**config.mk**
```make
export PLATFORM = sky130hd
export DESIGN_NAME = lsq_limit_status_query
export DESIGN_NICKNAME = d
export VERILOG_FILES = /design/src/rtl/lsq_pkg.sv /design/src/rtl/lsq_fmt_if.sv /design/src/rtl/lsq_reply_fmt.sv /design/src/rtl/lsq_limit_status_query.sv
export SDC_FILE = /design/constraint.sdc
export NUM_CORES = 1
export LEC_CHECK = 0
export BUFFER_PORTS_ARGS = -buffer_cell sky130_fd_sc_hd__buf_4
export CORE_ASPECT_RATIO = 2
export CORE_MARGIN = 1.5
export CORE_UTILIZATION = 60
export DETAILED_ROUTE_END_ITERATION = 8
export PLACE_DENSITY = 0.83
export SLEW_MARGIN = 20
export SYNTH_ARGS = -nofsm -noshare
export SYNTH_HDL_FRONTEND = slang
export SYNTH_SLANG_ARGS = --single-unit
```
**constraint.sdc**
```tcl
create_clock -name aclk -period 5.85 [get_ports aclk]
set_clock_uncertainty 0.2 [all_clocks]
set_input_delay 0.585 -clock aclk [delete_from_list [all_inputs] [get_ports aclk]]
set_output_delay 0.585 -clock aclk [all_outputs]
set_load 0.02 [all_outputs]
```
**src/rtl/lsq_pkg.sv**
```systemverilog
// Shared constants and types for the limit switch status query block
package lsq_pkg;

  // Register byte offsets
  localparam logic [7:0] OFS_CMD = 8'h00;
  localparam logic [7:0] OFS_STATUS = 8'h04;
  localparam logic [7:0] OFS_CONFIG = 8'h08;
  localparam logic [7:0] OFS_PROCESSED = 8'h0C;
  localparam logic [7:0] OFS_RAW = 8'h10;
  localparam logic [7:0] OFS_FLAGS = 8'h14;
  localparam logic [7:0] OFS_REPLY0 = 8'h20;
  localparam int REPLY_WORDS = 5;

  // Command register fields
  localparam int CMD_KIND_LSB = 0;
  localparam int CMD_SINGLE_BIT = 4;
  localparam int CMD_INDEX_LSB = 8;

  // Status register fields
  localparam int ST_BUSY_BIT = 0;
  localparam int ST_DONE_BIT = 1;
  localparam int ST_LEN_LSB = 8;

  // Config register fields: enable, polarity, axis direction, swap
  localparam int CFG_EN_LSB = 0;
  localparam int CFG_POL_LSB = 8;
  localparam int CFG_DIR_LSB = 16;
  localparam int CFG_SWAP_LSB = 20;
  localparam logic [31:0] CFG_RESET = 32'h0000_00FF;

  // Reply lengths, terminator included
  localparam logic [4:0] LEN_RAW_ALL = 5'h09;
  localparam logic [4:0] LEN_RAW_ONE = 5'h02;
  localparam logic [4:0] LEN_STATUS = 5'h11;
  localparam int REPLY_MAX = 17;

  // ASCII characters
  localparam logic [7:0] CH_ZERO = 8'h30;
  localparam logic [7:0] CH_ONE = 8'h31;
  localparam logic [7:0] CH_DASH = 8'h2D;
  localparam logic [7:0] CH_CAL = 8'h41;
  localparam logic [7:0] CH_RANGE = 8'h44;
  localparam logic [7:0] CH_LIMIT = 8'h4C;
  localparam logic [7:0] CH_TERM = 8'h0D;

  // AXI responses
  localparam logic [1:0] RESP_OKAY = 2'h0;
  localparam logic [1:0] RESP_SLVERR = 2'h2;

  typedef enum logic [1:0] {
    KIND_NONE,
    KIND_RAW,
    KIND_STATUS,
    KIND_BAD
  } lsq_kind_e;

  typedef enum {
    SQ_IDLE,
    SQ_EMIT,
    SQ_TERM
  } lsq_seq_e;

endpackage

```
**src/rtl/lsq_fmt_if.sv**
```systemverilog
// Formatter request and answer between sequencer and character builder
`timescale 1ns/1ps
interface lsq_fmt_if;
  lsq_pkg::lsq_kind_e kind;
  logic single;
  logic [2:0] index;
  logic [3:0] pos;
  logic [7:0] ch;

  modport seq (output kind, output single, output index, output pos,
               input ch);
  modport fmt (input kind, input single, input index, input pos,
               output ch);
endinterface

```
**src/rtl/lsq_reply_fmt.sv**
```systemverilog
// Builds one reply character from pin levels and progress flags
`timescale 1ns/1ps
module lsq_reply_fmt (
  lsq_fmt_if.fmt f,
  input wire logic [7:0] levels,
  input wire logic [3:0] cal_flag,
  input wire logic [3:0] range_flag,
  input wire logic [3:0] lower_flag,
  input wire logic [3:0] upper_flag
);

  logic raw_bit;
  logic [1:0] axis;

  // Raw bit straight from the pin, no polarity or swap applied
  always_comb begin
    raw_bit = f.single ? levels[f.index] : levels[f.pos[2:0]];
    axis = f.pos[1:0];
  end

  // Groups of four, one character per axis in X Y Z A order
  always_comb begin
    f.ch = lsq_pkg::CH_DASH;
    if (f.kind == lsq_pkg::KIND_RAW) begin
      f.ch = raw_bit ? lsq_pkg::CH_ONE : lsq_pkg::CH_ZERO;
    end else begin
      unique case (f.pos[3:2])
        2'h0: if (cal_flag[axis]) f.ch = lsq_pkg::CH_CAL;
        2'h1: if (range_flag[axis]) f.ch = lsq_pkg::CH_RANGE;
        2'h2: if (lower_flag[axis]) f.ch = lsq_pkg::CH_LIMIT;
        2'h3: if (upper_flag[axis]) f.ch = lsq_pkg::CH_LIMIT;
      endcase
    end
  end

endmodule

```
**src/rtl/lsq_limit_status_query.sv**
```systemverilog
// Limit switch query handler with AXI4-Lite command and reply registers
//
// Summary of operation
// - Raw level query without index replies with eight 0/1 characters.
// - Each raw character is 0 for a low pin, 1 for high.
// - With an index the reply is that one input's level character.
// - Raw levels are reported even for disabled switches.
// - Raw levels ignore polarity, axis direction and lower/upper swap.
// - Connector pairs one to four belong to axes X, Y, Z, A.
// - Raw characters 0..7 go pair by pair, lower input then upper.
// - Status query returns sixteen characters, four groups in X Y Z A order.
// - Positions 0..3 show calibration as dash or A.
// - Positions 4..7 show range measurement as dash or D.
// - Positions 8..11 show lower limit change as dash or L.
// - Positions 12..15 show upper limit change as dash or L.
// - Every status position reads dash after power on.
// - Completed calibration of an axis shows A.
// - Completed range measurement of an axis shows D.
// - Host change of a software limit shows L in that position.
// - Processed view masks disabled switches, applies polarity, direction.
//
// The placing of the registers and register access over AXI4-Lite were chosen for this implementation.
`timescale 1ns/1ps
module lsq_limit_status_query #(
  parameter int AXES = 4
) (
  input wire logic aclk,
  input wire logic aresetn,
  // Limit inputs, bit 0 lower (origin), bit 1 upper (end)
  input wire logic [1:0] x_limit_input_pair,
  input wire logic [1:0] y_limit_input_pair,
  input wire logic [1:0] z_limit_input_pair,
  input wire logic [1:0] a_limit_input_pair,
  // Completion pulses from the motion engine, one bit per axis
  input wire logic [AXES-1:0] cal_done,
  input wire logic [AXES-1:0] range_measure_command_done,
  input wire logic [AXES-1:0] lower_limit_set,
  input wire logic [AXES-1:0] upper_limit_set,
  // AXI4-Lite slave
  input wire logic [7:0] s_axi_awaddr,
  input wire logic s_axi_awvalid,
  output logic s_axi_awready,
  input wire logic [31:0] s_axi_wdata,
  input wire logic [3:0] s_axi_wstrb,
  input wire logic s_axi_wvalid,
  output logic s_axi_wready,
  output logic [1:0] s_axi_bresp,
  output logic s_axi_bvalid,
  input wire logic s_axi_bready,
  input wire logic [7:0] s_axi_araddr,
  input wire logic s_axi_arvalid,
  output logic s_axi_arready,
  output logic [31:0] s_axi_rdata,
  output logic [1:0] s_axi_rresp,
  output logic s_axi_rvalid,
  input wire logic s_axi_rready
);

  logic [7:0] levels;
  logic [3:0] cal_flag;
  logic [3:0] range_flag;
  logic [3:0] lower_flag;
  logic [3:0] upper_flag;
  logic [31:0] config_reg;
  logic [7:0] processed;
  logic aw_got;
  logic w_got;
  logic [7:0] aw_addr;
  logic [31:0] w_data;
  logic [3:0] w_strb;
  logic do_write;
  logic cmd_write;
  logic busy;
  logic done;
  logic [4:0] reply_len;
  logic [3:0] pos;
  logic single;
  logic [2:0] index;
  lsq_pkg::lsq_kind_e kind;
  lsq_pkg::lsq_seq_e state;
  lsq_pkg::lsq_kind_e cmd_kind;
  logic [7:0] reply_mem [0:lsq_pkg::REPLY_MAX-1];
  logic [31:0] next_rdata;
  logic [1:0] next_rresp;
  logic status_read;
  logic seq_finish;

  lsq_fmt_if fmt_bus ();

  // Pins packed pair by pair, lower before upper, X first
  assign levels = {a_limit_input_pair, z_limit_input_pair,
                   y_limit_input_pair, x_limit_input_pair};

  assign fmt_bus.kind = kind;
  assign fmt_bus.single = single;
  assign fmt_bus.index = index;
  assign fmt_bus.pos = pos;

  lsq_reply_fmt u_fmt (
    .f(fmt_bus.fmt),
    .levels(levels),
    .cal_flag(cal_flag),
    .range_flag(range_flag),
    .lower_flag(lower_flag),
    .upper_flag(upper_flag)
  );

  // Progress flags are sticky until power-on reset only
  always_ff @(posedge aclk) begin
    if (!aresetn) begin
      cal_flag <= 4'h0;
      range_flag <= 4'h0;
      lower_flag <= 4'h0;
      upper_flag <= 4'h0;
    end else begin
      cal_flag <= cal_flag | cal_done[3:0];
      range_flag <= range_flag | range_measure_command_done[3:0];
      lower_flag <= lower_flag | lower_limit_set[3:0];
      upper_flag <= upper_flag | upper_limit_set[3:0];
    end
  end

  // Processed view: swap pair when direction and swap disagree
  always_ff @(posedge aclk) begin
    if (!aresetn) begin
      processed <= 8'h00;
    end else begin
      for (int a = 0; a < 4; a++) begin
        logic sw;
        logic [1:0] lv;
        sw = config_reg[lsq_pkg::CFG_DIR_LSB + a]
             ^ config_reg[lsq_pkg::CFG_SWAP_LSB + a];
        lv = levels[2*a +: 2]
             ^ config_reg[lsq_pkg::CFG_POL_LSB + 2*a +: 2];
        if (sw) begin
          lv = {lv[0], lv[1]};
        end
        processed[2*a +: 2] <= lv
          & config_reg[lsq_pkg::CFG_EN_LSB + 2*a +: 2];
      end
    end
  end

  // Write address channel; ready only while no address is held and no response is pending
  always_ff @(posedge aclk) begin
    if (!aresetn) begin
      s_axi_awready <= 1'b0;
      aw_got <= 1'b0;
      aw_addr <= 8'h00;
    end else if (s_axi_awvalid && s_axi_awready) begin
      s_axi_awready <= 1'b0;
      aw_got <= 1'b1;
      aw_addr <= s_axi_awaddr;
    end else if (do_write) begin
      aw_got <= 1'b0;
    end else if (!aw_got && !s_axi_bvalid) begin
      s_axi_awready <= 1'b1;
    end
  end

  // Write data channel, accepted independently of the address
  always_ff @(posedge aclk) begin
    if (!aresetn) begin
      s_axi_wready <= 1'b0;
      w_got <= 1'b0;
      w_data <= 32'h0000_0000;
      w_strb <= 4'h0;
    end else if (s_axi_wvalid && s_axi_wready) begin
      s_axi_wready <= 1'b0;
      w_got <= 1'b1;
      w_data <= s_axi_wdata;
      w_strb <= s_axi_wstrb;
    end else if (do_write) begin
      w_got <= 1'b0;
    end else if (!w_got && !s_axi_bvalid) begin
      s_axi_wready <= 1'b1;
    end
  end

  assign do_write = aw_got && w_got && !s_axi_bvalid;
  assign cmd_write = do_write && (aw_addr == lsq_pkg::OFS_CMD)
                     && w_strb[0] && w_strb[1];
  assign cmd_kind = lsq_pkg::lsq_kind_e'(
    w_data[lsq_pkg::CMD_KIND_LSB +: 2]);

  // Write response after both halves have arrived
  always_ff @(posedge aclk) begin
    if (!aresetn) begin
      s_axi_bvalid <= 1'b0;
      s_axi_bresp <= lsq_pkg::RESP_OKAY;
    end else if (do_write) begin
      s_axi_bvalid <= 1'b1;
      if (aw_addr == lsq_pkg::OFS_CMD || aw_addr == lsq_pkg::OFS_CONFIG) begin
        s_axi_bresp <= lsq_pkg::RESP_OKAY;
      end else begin
        s_axi_bresp <= lsq_pkg::RESP_SLVERR;
      end
    end else if (s_axi_bready) begin
      s_axi_bvalid <= 1'b0;
    end
  end

  // Configuration register with byte strobes
  always_ff @(posedge aclk) begin
    if (!aresetn) begin
      config_reg <= lsq_pkg::CFG_RESET;
    end else if (do_write && aw_addr == lsq_pkg::OFS_CONFIG) begin
      for (int b = 0; b < 4; b++) begin
        if (w_strb[b]) begin
          config_reg[8*b +: 8] <= w_data[8*b +: 8];
        end
      end
    end
  end

  // Query sequencer: one character per cycle, then the terminator
  always_ff @(posedge aclk) begin
    if (!aresetn) begin
      state <= lsq_pkg::SQ_IDLE;
      kind <= lsq_pkg::KIND_NONE;
      single <= 1'b0;
      index <= 3'h0;
      pos <= 4'h0;
      reply_len <= 5'h00;
    end else begin
      unique case (state)
        lsq_pkg::SQ_IDLE: begin
          // Commands arriving while busy are dropped, not queued
          if (cmd_write && (cmd_kind == lsq_pkg::KIND_RAW
                            || cmd_kind == lsq_pkg::KIND_STATUS)) begin
            kind <= cmd_kind;
            single <= (cmd_kind == lsq_pkg::KIND_RAW)
                      && w_data[lsq_pkg::CMD_SINGLE_BIT];
            index <= w_data[lsq_pkg::CMD_INDEX_LSB +: 3];
            pos <= 4'h0;
            state <= lsq_pkg::SQ_EMIT;
            if (cmd_kind == lsq_pkg::KIND_STATUS) begin
              reply_len <= lsq_pkg::LEN_STATUS;
            end else if (w_data[lsq_pkg::CMD_SINGLE_BIT]) begin
              reply_len <= lsq_pkg::LEN_RAW_ONE;
            end else begin
              reply_len <= lsq_pkg::LEN_RAW_ALL;
            end
          end
        end
        lsq_pkg::SQ_EMIT: begin
          if ({1'b0, pos} == reply_len - 5'h02) begin
            state <= lsq_pkg::SQ_TERM;
          end
          pos <= pos + 4'h1;
        end
        lsq_pkg::SQ_TERM: begin
          state <= lsq_pkg::SQ_IDLE;
        end
      endcase
    end
  end

  assign busy = (state != lsq_pkg::SQ_IDLE);
  assign seq_finish = (state == lsq_pkg::SQ_TERM);

  // Reply buffer; the terminator lands right after the last body char
  always_ff @(posedge aclk) begin
    if (state == lsq_pkg::SQ_EMIT) begin
      reply_mem[pos] <= fmt_bus.ch;
    end else if (state == lsq_pkg::SQ_TERM) begin
      reply_mem[reply_len - 5'h01] <= lsq_pkg::CH_TERM;
    end
  end

  // Done is sticky; reading status clears it, but a finish wins
  always_ff @(posedge aclk) begin
    if (!aresetn) begin
      done <= 1'b0;
    end else if (seq_finish) begin
      done <= 1'b1;
    end else if (status_read || cmd_write) begin
      done <= 1'b0;
    end
  end

  assign status_read = s_axi_arvalid && s_axi_arready
                       && s_axi_araddr == lsq_pkg::OFS_STATUS;

  // Read decode; buffer bytes beyond the reply read as zero
  always_comb begin
    next_rdata = 32'h0000_0000;
    next_rresp = lsq_pkg::RESP_OKAY;
    if (s_axi_araddr >= lsq_pkg::OFS_REPLY0
        && s_axi_araddr < lsq_pkg::OFS_REPLY0
           + 8'(4 * lsq_pkg::REPLY_WORDS)
        && s_axi_araddr[1:0] == 2'h0) begin
      for (int b = 0; b < 4; b++) begin
        int k;
        k = int'(s_axi_araddr - lsq_pkg::OFS_REPLY0) + b;
        if (k < int'(reply_len) && !busy) begin
          next_rdata[8*b +: 8] = reply_mem[k];
        end
      end
    end else begin
      unique case (s_axi_araddr)
        lsq_pkg::OFS_CMD: begin
          next_rdata[lsq_pkg::CMD_KIND_LSB +: 2] = kind;
          next_rdata[lsq_pkg::CMD_SINGLE_BIT] = single;
          next_rdata[lsq_pkg::CMD_INDEX_LSB +: 3] = index;
        end
        lsq_pkg::OFS_STATUS: begin
          next_rdata[lsq_pkg::ST_BUSY_BIT] = busy;
          next_rdata[lsq_pkg::ST_DONE_BIT] = done;
          next_rdata[lsq_pkg::ST_LEN_LSB +: 5] = reply_len;
        end
        lsq_pkg::OFS_CONFIG: next_rdata = config_reg;
        lsq_pkg::OFS_PROCESSED: next_rdata[7:0] = processed;
        lsq_pkg::OFS_RAW: next_rdata[7:0] = levels;
        lsq_pkg::OFS_FLAGS: begin
          next_rdata[15:0] = {upper_flag, lower_flag, range_flag, cal_flag};
        end
        default: next_rresp = lsq_pkg::RESP_SLVERR;
      endcase
    end
  end

  // Read channel: answer registered one cycle after the address
  always_ff @(posedge aclk) begin
    if (!aresetn) begin
      s_axi_arready <= 1'b0;
      s_axi_rvalid <= 1'b0;
      s_axi_rdata <= 32'h0000_0000;
      s_axi_rresp <= lsq_pkg::RESP_OKAY;
    end else if (s_axi_arvalid && s_axi_arready) begin
      s_axi_arready <= 1'b0;
      s_axi_rvalid <= 1'b1;
      s_axi_rdata <= next_rdata;
      s_axi_rresp <= next_rresp;
    end else if (s_axi_rvalid && s_axi_rready) begin
      s_axi_rvalid <= 1'b0;
      s_axi_arready <= 1'b1;
    end else if (!s_axi_rvalid) begin
      s_axi_arready <= 1'b1;
    end
  end

endmodule

```
== Word level (Yosys, flattened, before mapping) ==
Memory sizes are Yosys's and may differ from the RTL's.
Index checks and enable logic that the tools add are counted.

* Register bits after elaboration: 191
* Bits in writable memories: 136
* Memories: 1

* Add/subtract/negate cells: 7
* Mux-type cells: 70
* Reduce and logical (&&, ||, !) cells: 54
* Bitwise logic cells: 18
* Eq/ne operators: 20
* Order comparisons: 9

{| class="wikitable"
|+ Memories
! memory !! depth !! width !! rd ports !! clocked after memory_dff !! wr ports !! line !! text
|-
| reply_mem || 17 || 8 || 4 || 0 || 1 || lsq_limit_status_query.sv:82 || <nowiki>logic [7:0] reply_mem [0:lsq_pkg::REPLY_MAX-1];</nowiki>
|}

{| class="wikitable"
|+ Operators with widths
! cell !! number
|-
| 32-bit 2-to-1 mux || 3
|-
| 32-bit one-hot mux with 3 select lines || 1
|-
| 32-bit by 2-bit == test with 1-bit output (second input constant) || 2
|-
| 32-bit by 6-bit < comparator with 1-bit output || 2
|-
| 8-bit 2-to-1 mux || 6
|-
| 32-bit by 1-bit == test with 1-bit output (second input constant) || 1
|-
| 32-bit by 3-bit == test with 1-bit output (second input constant) || 1
|-
| 32-bit logical NOT || 1
|-
| 8-bit one-hot mux with 4 select lines || 1
|-
| 32-bit nonzero test || 1
|-
| 7-bit 2-to-1 mux || 4
|-
| 1-bit 2-to-1 mux || 25
|-
| 8-bit by 4-bit == test with 1-bit output (second input constant) || 3
|-
| 3-bit one-hot mux with 4 select lines || 2
|-
| 2-bit 2-to-1 mux || 11
|-
| 1-bit logical AND || 21
|-
| 9-bit by 3-bit adder with 10-bit output (second input constant) || 2
|-
| 2-bit AND reduction || 9
|-
| 8-bit by 5-bit == test with 1-bit output (second input constant) || 2
|-
| 8-bit logical NOT || 2
|-
| 16-bit 2-to-1 mux || 1
|-
| 4-bit bitwise OR || 4
|-
| 2-bit one-hot mux with 6 select lines || 1
|-
| 2-bit nonzero test || 6
|-
| 36 further kinds || 66
|}

== Logic depth before layout (Yosys ltp) ==
Gate-level depths: netlist of run 1.

* Depth in word-level cells: 8
* Depth in mapped cells: 17

== Cells and area by module ==
From an unflattened synthesis of run 1, not the netlist that was laid out.

* Cell total of the unflattened synthesis: 1518
* Area, all modules: 16888.7 um2

{| class="wikitable"
|+ By module, submodules not included
! module !! area each (um2) !! cells an instance !! times used
|-
| lsq_limit_status_query || 16529.6 || 1487 || 1
|-
| lsq_reply_fmt || 359.1 || 31 || 1
|}

== Worst setup path before layout of run 1 ==
Ideal clock, no wire load.

* Path type: input to register
* Start point: in s_axi_araddr[0]
* End point: reg s_axi_rdata[26]
* Cell stages on the path: 17
* Required time: 5.584 ns
* Arrival: 4.000 ns
* Slack: 1.585 ns
* Path buffers: 7
* Cells stage by stage: clkbuf_1 -> buf_4 -> buf_4 -> inv_2 -> clkbuf_1 -> ha_1 -> buf_2 -> inv_2 -> buf_2 -> ha_1 -> a2111oi_0 -> nor2_1 -> o41ai_1 -> and2_1 -> clkbuf_1 -> a222oi_1 -> nor2_1

* Longest elaborated chain between the ends: 6
* Elaborated cells between the ends (all ways): 14
* Those cells by class: add/sub: 2; order compare: 3; eq/ne: 1; mux: 3; reduce/logical: 4; memory: 1

{| class="wikitable"
|+ RTL lines
! item !! line !! text
|-
| start, declared || lsq_limit_status_query.sv:50 || <nowiki>input wire logic [7:0] s_axi_araddr,</nowiki>
|-
| 8-bit by 6-bit subtractor with 9-bit output || lsq_limit_status_query.sv:295 || <nowiki>k = int'(s_axi_araddr - lsq_pkg::OFS_REPLY0) + b;</nowiki>
|-
| 9-bit by 3-bit adder with 10-bit output || lsq_limit_status_query.sv:295 ||
|-
| 10-bit by 6-bit < comparator with 1-bit output || lsq_limit_status_query.sv:296 || <nowiki>if (k < int'(reply_len) && !busy) begin</nowiki>
|-
| 1-bit logical AND || lsq_limit_status_query.sv:296 ||
|-
| 8-bit 2-to-1 mux || lsq_limit_status_query.sv:296 ||
|-
| 32-bit 2-to-1 mux * || lsq_limit_status_query.sv:289 || <nowiki>if (s_axi_araddr >= lsq_pkg::OFS_REPLY0</nowiki>
|-
| end signal, assigned || lsq_limit_status_query.sv:333 || <nowiki>s_axi_rdata <= next_rdata;</nowiki>
|-
| end, declared || lsq_limit_status_query.sv:53 || <nowiki>output logic [31:0] s_axi_rdata,</nowiki>
|}

Every way passes the cells marked *; elsewhere a longest branch is shown, timed or not.
A chain may end at the register's enable or synchronous reset.

== Final worst setup path of run 1 ==
* Start point: in s_axi_araddr[0]
* End point: reg s_axi_rdata[30]

Same word-level chain as after synthesis.

==> results of run 1 <==
==> path summary, 6_finish.rpt <==
check | endpoint | from | depth (start not counted) | slack, ps
hold / removal | cal_flag[2]$_SDFF_PN0_ | cal_done[2] | 3 | 60
hold reg to reg | aw_addr[1]$_SDFFE_PN0P_ | aw_addr[1]$_SDFFE_PN0P_ | 2 | 250
setup reg to reg | reply_mem[10][3]$_DFFE_PP_ | reply_len[0]$_SDFFE_PN0P_ | 8 | 2430
setup / recovery | s_axi_rdata[30]$_SDFFE_PN0P_ | s_axi_araddr[0] | 11 | 1810
==> area by class of cell <==
type                    count  area [µm²]  share of cell area
well taps                 283         354              0.0223
clock buffers              31         667              0.0420
inverters                  27         104             0.00654
repair buffers            130         976              0.0615
clock inverters             9        45.0             0.00284
multi-input cells         974        7510               0.473
flip-flops and latches    260        6230               0.392
==> per-layer routing <==
layer | vias up | global-route usage | wire [µm]
met5 | - | 0 | 0
met4 | 0 | 0.300 | 4340
met3 | 221 | 0.0583 | 2950
met2 | 654 | 0.663 | 23500
met1 | 5723 | 0.368 | 14200
li1 | 5193 | - | -
==> metrics by stage <==
step	cells	setup WS [ps]
finish	1714	1810
global route	1714	1500
CTS	1714	1830
detailed placement	1674	1310
global placement	1674	1360
floorplan	1361	1580
==> synthesized netlist by cell type (6+ instances only) <==
master      n
ha_1       30
nor2_1    117
o221ai_1   10
mux2_2     18
dfxtp_1   158
a22o_1      6
buf_2      10
nor3_1     15
buf_1      13
xor2_1     19
mux4_2     97
o21ai_0    28
a22oi_1    36
o21ai_1    11
nor2b_1    12
a31oi_1     7
mux2i_1    41
xnor2_1    20
a21oi_1   112
nand2_1   205
and3_1     10
inv_1      24
nor4_1      6
a32oi_1     7
a211oi_1    8
buf_4       6
o2111a_1    9
o22ai_1     8
nand3_1    50
edfxtp_1  102
a221oi_1   11
clkbuf_1   71
and2_1      8
==> cell usage in the layout (no fill, tap or decap), types with 28 or more instances in the layout <==
master / count
nand2_1: 204
dfxtp_1: 158
buf_4: 130
nor2_1: 112
a21oi_1: 112
edfxtp_1: 102
mux4_2: 97
nand3_1: 50
mux2i_1: 41
a22oi_1: 36
ha_1: 29
o21ai_0: 28
==> report_power, final <==
group | internal (mW) | switching [mW]
clock network | 0.798 | 0.679
logic | 0.242 | 0.338
registers | 1.92 | 0.0416
==> worst max-delay path: stages <==
cell and delay (ps):
buf_4 450, inv_2 350, ha_2 810, inv_2 360, ha_1 370, a2111oi_0 360, nor2_1 90, o41ai_1 320
and2_1 280, nand2_1 80, a21oi_1 160
==> cell families (layout without fill, tap and decap cells) <==
group	after synthesis	after routing	synth area share
buffers and inverters	127	197	0.0360
multiplexers	161	161	0.201
AO/OA/AOI/OAI	293	293	0.137
XOR/XNOR	39	39	0.0240
flip-flops	260	260	0.438
AND/OR/NAND/NOR	449	449	0.137
adder cells (fa/ha/maj)	30	30	0.0264
other	1	2	0.000264
==> impl_metrics.toml, run 1 <==
[clock_network]
cts_setup_buffers = 0
cts-root-buf = "clkbuf_16"
cts_inserted_buffers = 23
clk_pin_slew_worst_paths_ps = 70
cts_resized = 0
postCtsHoldBufs = 0
cts_num_sinks = 260
h-tree-depth = 1
tritoncts = "yes"
clk-insertion-delay-late_ps = 530
cts_buffer_depth = 3

[final_layout]
largest_reg_flops = 102
final_cell_area_um2 = 15900
fillers = 1790
drive_gt1_frac = 0.208
top_register = "reply_mem"
final_core_util = 0.684
nNetsFinal = 1529
syn_to_final_growth_pct = 11.8
diodes = 0

[grt]
grt_pass1_vias = 11600
grt_pass1_wl_mm = 67.7
antenna_found_initial = 0
grt_usage = 0.367
overflow = 0
grt_max_degree = 81

[power_and_ir_drop]
power.leakage_nw = 5.68
power_mw = 4.02
peakVddDrop_mv = 0.264
powerDensity_nw_per_um2 = 253

[drt]
drt_iter0_drc = 1057
dr_total_vias = 11800
ant_nets = 0
routedWlPerCell_um = 26.3
drc = 0
routed_via_density = 6.88
drt-total-wl_mm = 45.0
drt_pass1_iterations = 5

[logic_synthesis]
synthArstFlopShare = 0
synth_edf_count = 102
synth_area_um2 = 14200
yosysTopAreaCell = "dfxtp_1"
synth.area.top_cells = "dfxtp_1 (22%), edfxtp_1 (22%), mux4_2 (15%)"
yosysTopAreaCellShare = 0.223
syn_area_per_cell_um2 = 10.4
syn_inst = 1360
synth-seq-cells = 260
yosysWarnings = 0
yosysSeqAreaShare = 0.438
ys.flop_type = "dfxtp_1"
synth_cell_types = 66

[place]
port_buffers = 121
dpl.hpwl_mm = 33.3
place_area_um2 = 15200
place.gp.congestion = 0.997

[job]
cap_violations = 0

[sta]
final_hold_viol_count = 0
fmax_mhz = 248
relSlewSlack = 0.209
fin_crit_ps = 4040
fin_setup_tns_ps = 0
finalSetupViolCount = 0
rsz0062_at_grt = "no"
whs_ps = 61.2
tightest_slew_ps = 1180
fin_crit_sh = 0.691
slew_viol_final = 0

[floorplanning]
fp.dieArea_um2 = 24700
rows = 79
die_h_um = 221
start_util = 0.612
core_area_um2 = 23200
io_pins = 124
die_width_um = 112

[worst_setup_path]
crit_fanout = 39
crit_path_end_kind = "flip-flop"
path_class = "in -> reg"
cp.required_ps = 6090
arrival_ps = 4280
crit_path_start_kind = "input port"

[run_status]
status = "finished clean"

[hold_path]
hold_path_class = "in -> reg"
No activity file was read; power rests on OpenSTA's default activity.
==> run 2: changes to the inputs <==
--- a/config.mk
+++ b/config.mk
@@ -8,9 +8,9 @@
 export BUFFER_PORTS_ARGS = -buffer_cell sky130_fd_sc_hd__buf_4
 export CORE_ASPECT_RATIO = 2
 export CORE_MARGIN = 1.5
-export CORE_UTILIZATION = 60
+export CORE_UTILIZATION = 55
 export DETAILED_ROUTE_END_ITERATION = 8
-export PLACE_DENSITY = 0.83
+export PLACE_DENSITY = 0.8
 export SLEW_MARGIN = 20
 export SYNTH_ARGS = -nofsm -noshare
 export SYNTH_HDL_FRONTEND = slang
==> constraint.sdc (replaced) <==
create_clock -name aclk -period 3.4 [get_ports aclk]
set_clock_uncertainty 0.2 [all_clocks]
set_input_delay 0.34 -clock aclk [delete_from_list [all_inputs] [get_ports aclk]]
set_output_delay 0.34 -clock aclk [all_outputs]
set_load 0.02 [all_outputs]
==> impl_metrics.toml, run 2 (synthesized netlist as in run 1, its figures left out) <==
[run_status]
status = "finished clean"

[grt]
grt_pass1_vias = 12300
grt_pass1_wl_mm = 71.8
overflow = 0
grt_usage = 0.365
antenna_found_initial = 0
grt_max_degree = 69

[sta]
fmax_mhz = 332
fin_crit_sh = 0.885
fin_crit_ps = 3010
rsz0062_at_grt = "no"
fin_setup_tns_ps = 0
relSlewSlack = 0.316
whs_ps = 59.1
final_hold_viol_count = 0
slew_viol_final = 0
tightest_slew_ps = 1020
finalSetupViolCount = 0

[drt]
ant_nets = 0
drt_pass1_iterations = 6
routedWlPerCell_um = 25.3
drc = 0
routed_via_density = 6.50
drt_iter0_drc = 1028
drt-total-wl_mm = 48.2
dr_total_vias = 12400

[clock_network]
clk-insertion-delay-late_ps = 540
cts_resized = 0
clk_pin_slew_worst_paths_ps = 70
h-tree-depth = 1
cts_inserted_buffers = 23
cts_num_sinks = 260
cts_setup_buffers = 0
tritoncts = "yes"
cts-root-buf = "clkbuf_16"
cts_buffer_depth = 3

[hold_path]
hold_path_class = "in -> reg"

[floorplanning]
start_util = 0.556
io_pins = 124
fp.dieArea_um2 = 26900
die_width_um = 117
core_area_um2 = 25500
rows = 83
die_h_um = 230

[job]
cap_violations = 0

[final_layout]
final_core_util = 0.674
largest_reg_flops = 102
drive_gt1_frac = 0.225
top_register = "reply_mem"
syn_to_final_growth_pct = 21.3
layout_commonest_cell = "nand2_1"
nNetsFinal = 1657
final_cell_mix = "nand2_1 (204), buf_4 (182), dfxtp_1 (158)"
fillers = 1916
final_cell_area_um2 = 17200
diodes = 0

[worst_setup_path]
crit_path_end_kind = "flip-flop"
arrival_ps = 3000
crit_path_start_kind = "flip-flop"
path_class = "reg -> reg"
crit_fanout = 17
cp.required_ps = 3390
rrSetupSlack_ps = 390

[power_and_ir_drop]
power.leakage_nw = 6.30
peakVddDrop_mv = 0.425
powerDensity_nw_per_um2 = 426

[place]
place.gp.congestion = 1.04
dpl.hpwl_mm = 34.9
port_buffers = 121
place_area_um2 = 15700
## run 2: cell types whose count changed in the layout (fill, tap and decap cells not counted), sizes merged
cell | previous run | this run
clkbuf | 31 | 30
inv | 29 | 30
dlygate4sd3 | 0 | 73
bufinv | 0 | 3
clkinv | 6 | 3
buf | 130 | 185
clkinvlp | 1 | 2
## run 2: area by class of cell
type | count | area, µm² | area share
inverter | 27 | 109 | 0.00632
clock buffer | 30 | 676 | 0.0392
clock inverter | 11 | 139 | 0.00806
timing repair buffer | 258 | 2160 | 0.125
multi-input combinational | 974 | 7490 | 0.435
tap | 340 | 425 | 0.0247
sequential | 260 | 6230 | 0.361
## run 2: path summary, 6_finish.rpt
path,depth (start not counted),end,startpoint
max,5,reply_mem[4][0]$_DFFE_PP_,fmt_bus.pos[0]$_SDFFE_PN0P_
max reg2reg,5,reply_mem[4][0]$_DFFE_PP_,fmt_bus.pos[0]$_SDFFE_PN0P_
min reg2reg,2,w_data[18]$_SDFFE_PN0P_,w_data[18]$_SDFFE_PN0P_
min,3,processed[2]$_SDFF_PN0_,y_limit_input_pair[0]
## run 2: where the power goes
group | total, mW | internal [mW] | switching [mW] | leakage (nW)
registers | 3.37 | 3.30 | 0.0714 | 2.19
logic | 1.15 | 0.509 | 0.641 | 3.71
clock network | 2.81 | 1.61 | 1.20 | 0.401
total | 7.33 | 5.42 | 1.91 | 6.30
## run 2: per-layer routing
metal	vias to the layer above	wire [µm]	GRT usage
met3	226	3650	0.0749
met1	5986	14900	0.367
li1	5455	-	-
met2	691	24600	0.627
met4	0	5010	0.309
met5	-	0	0
## run 2: what timing repair did
item                                    CTS  global route
endpoints found under the setup margin    0             0
endpoints found under the hold margin    70             0
hold buffers                             73             0
## run 2: worst max-delay path: stages (launching register included)
cell and delay [ps]:
dfxtp_1 820, mux4_2 580, nor2b_1 140, a211oi_1 280, a211oi_1 110, a211o_1 520
## run 2: per-stage QoR
step	cells	power [mW]	setup slack (ps)
4_1_cts	1900	7.29	445
2_1_floorplan	1361	4.09	3.43
3_5_place_dp	1786	4.48	284
6_report	1900	7.33	390
3_3_place_gp	1786	4.45	292
5_1_grt	1900	7.54	332
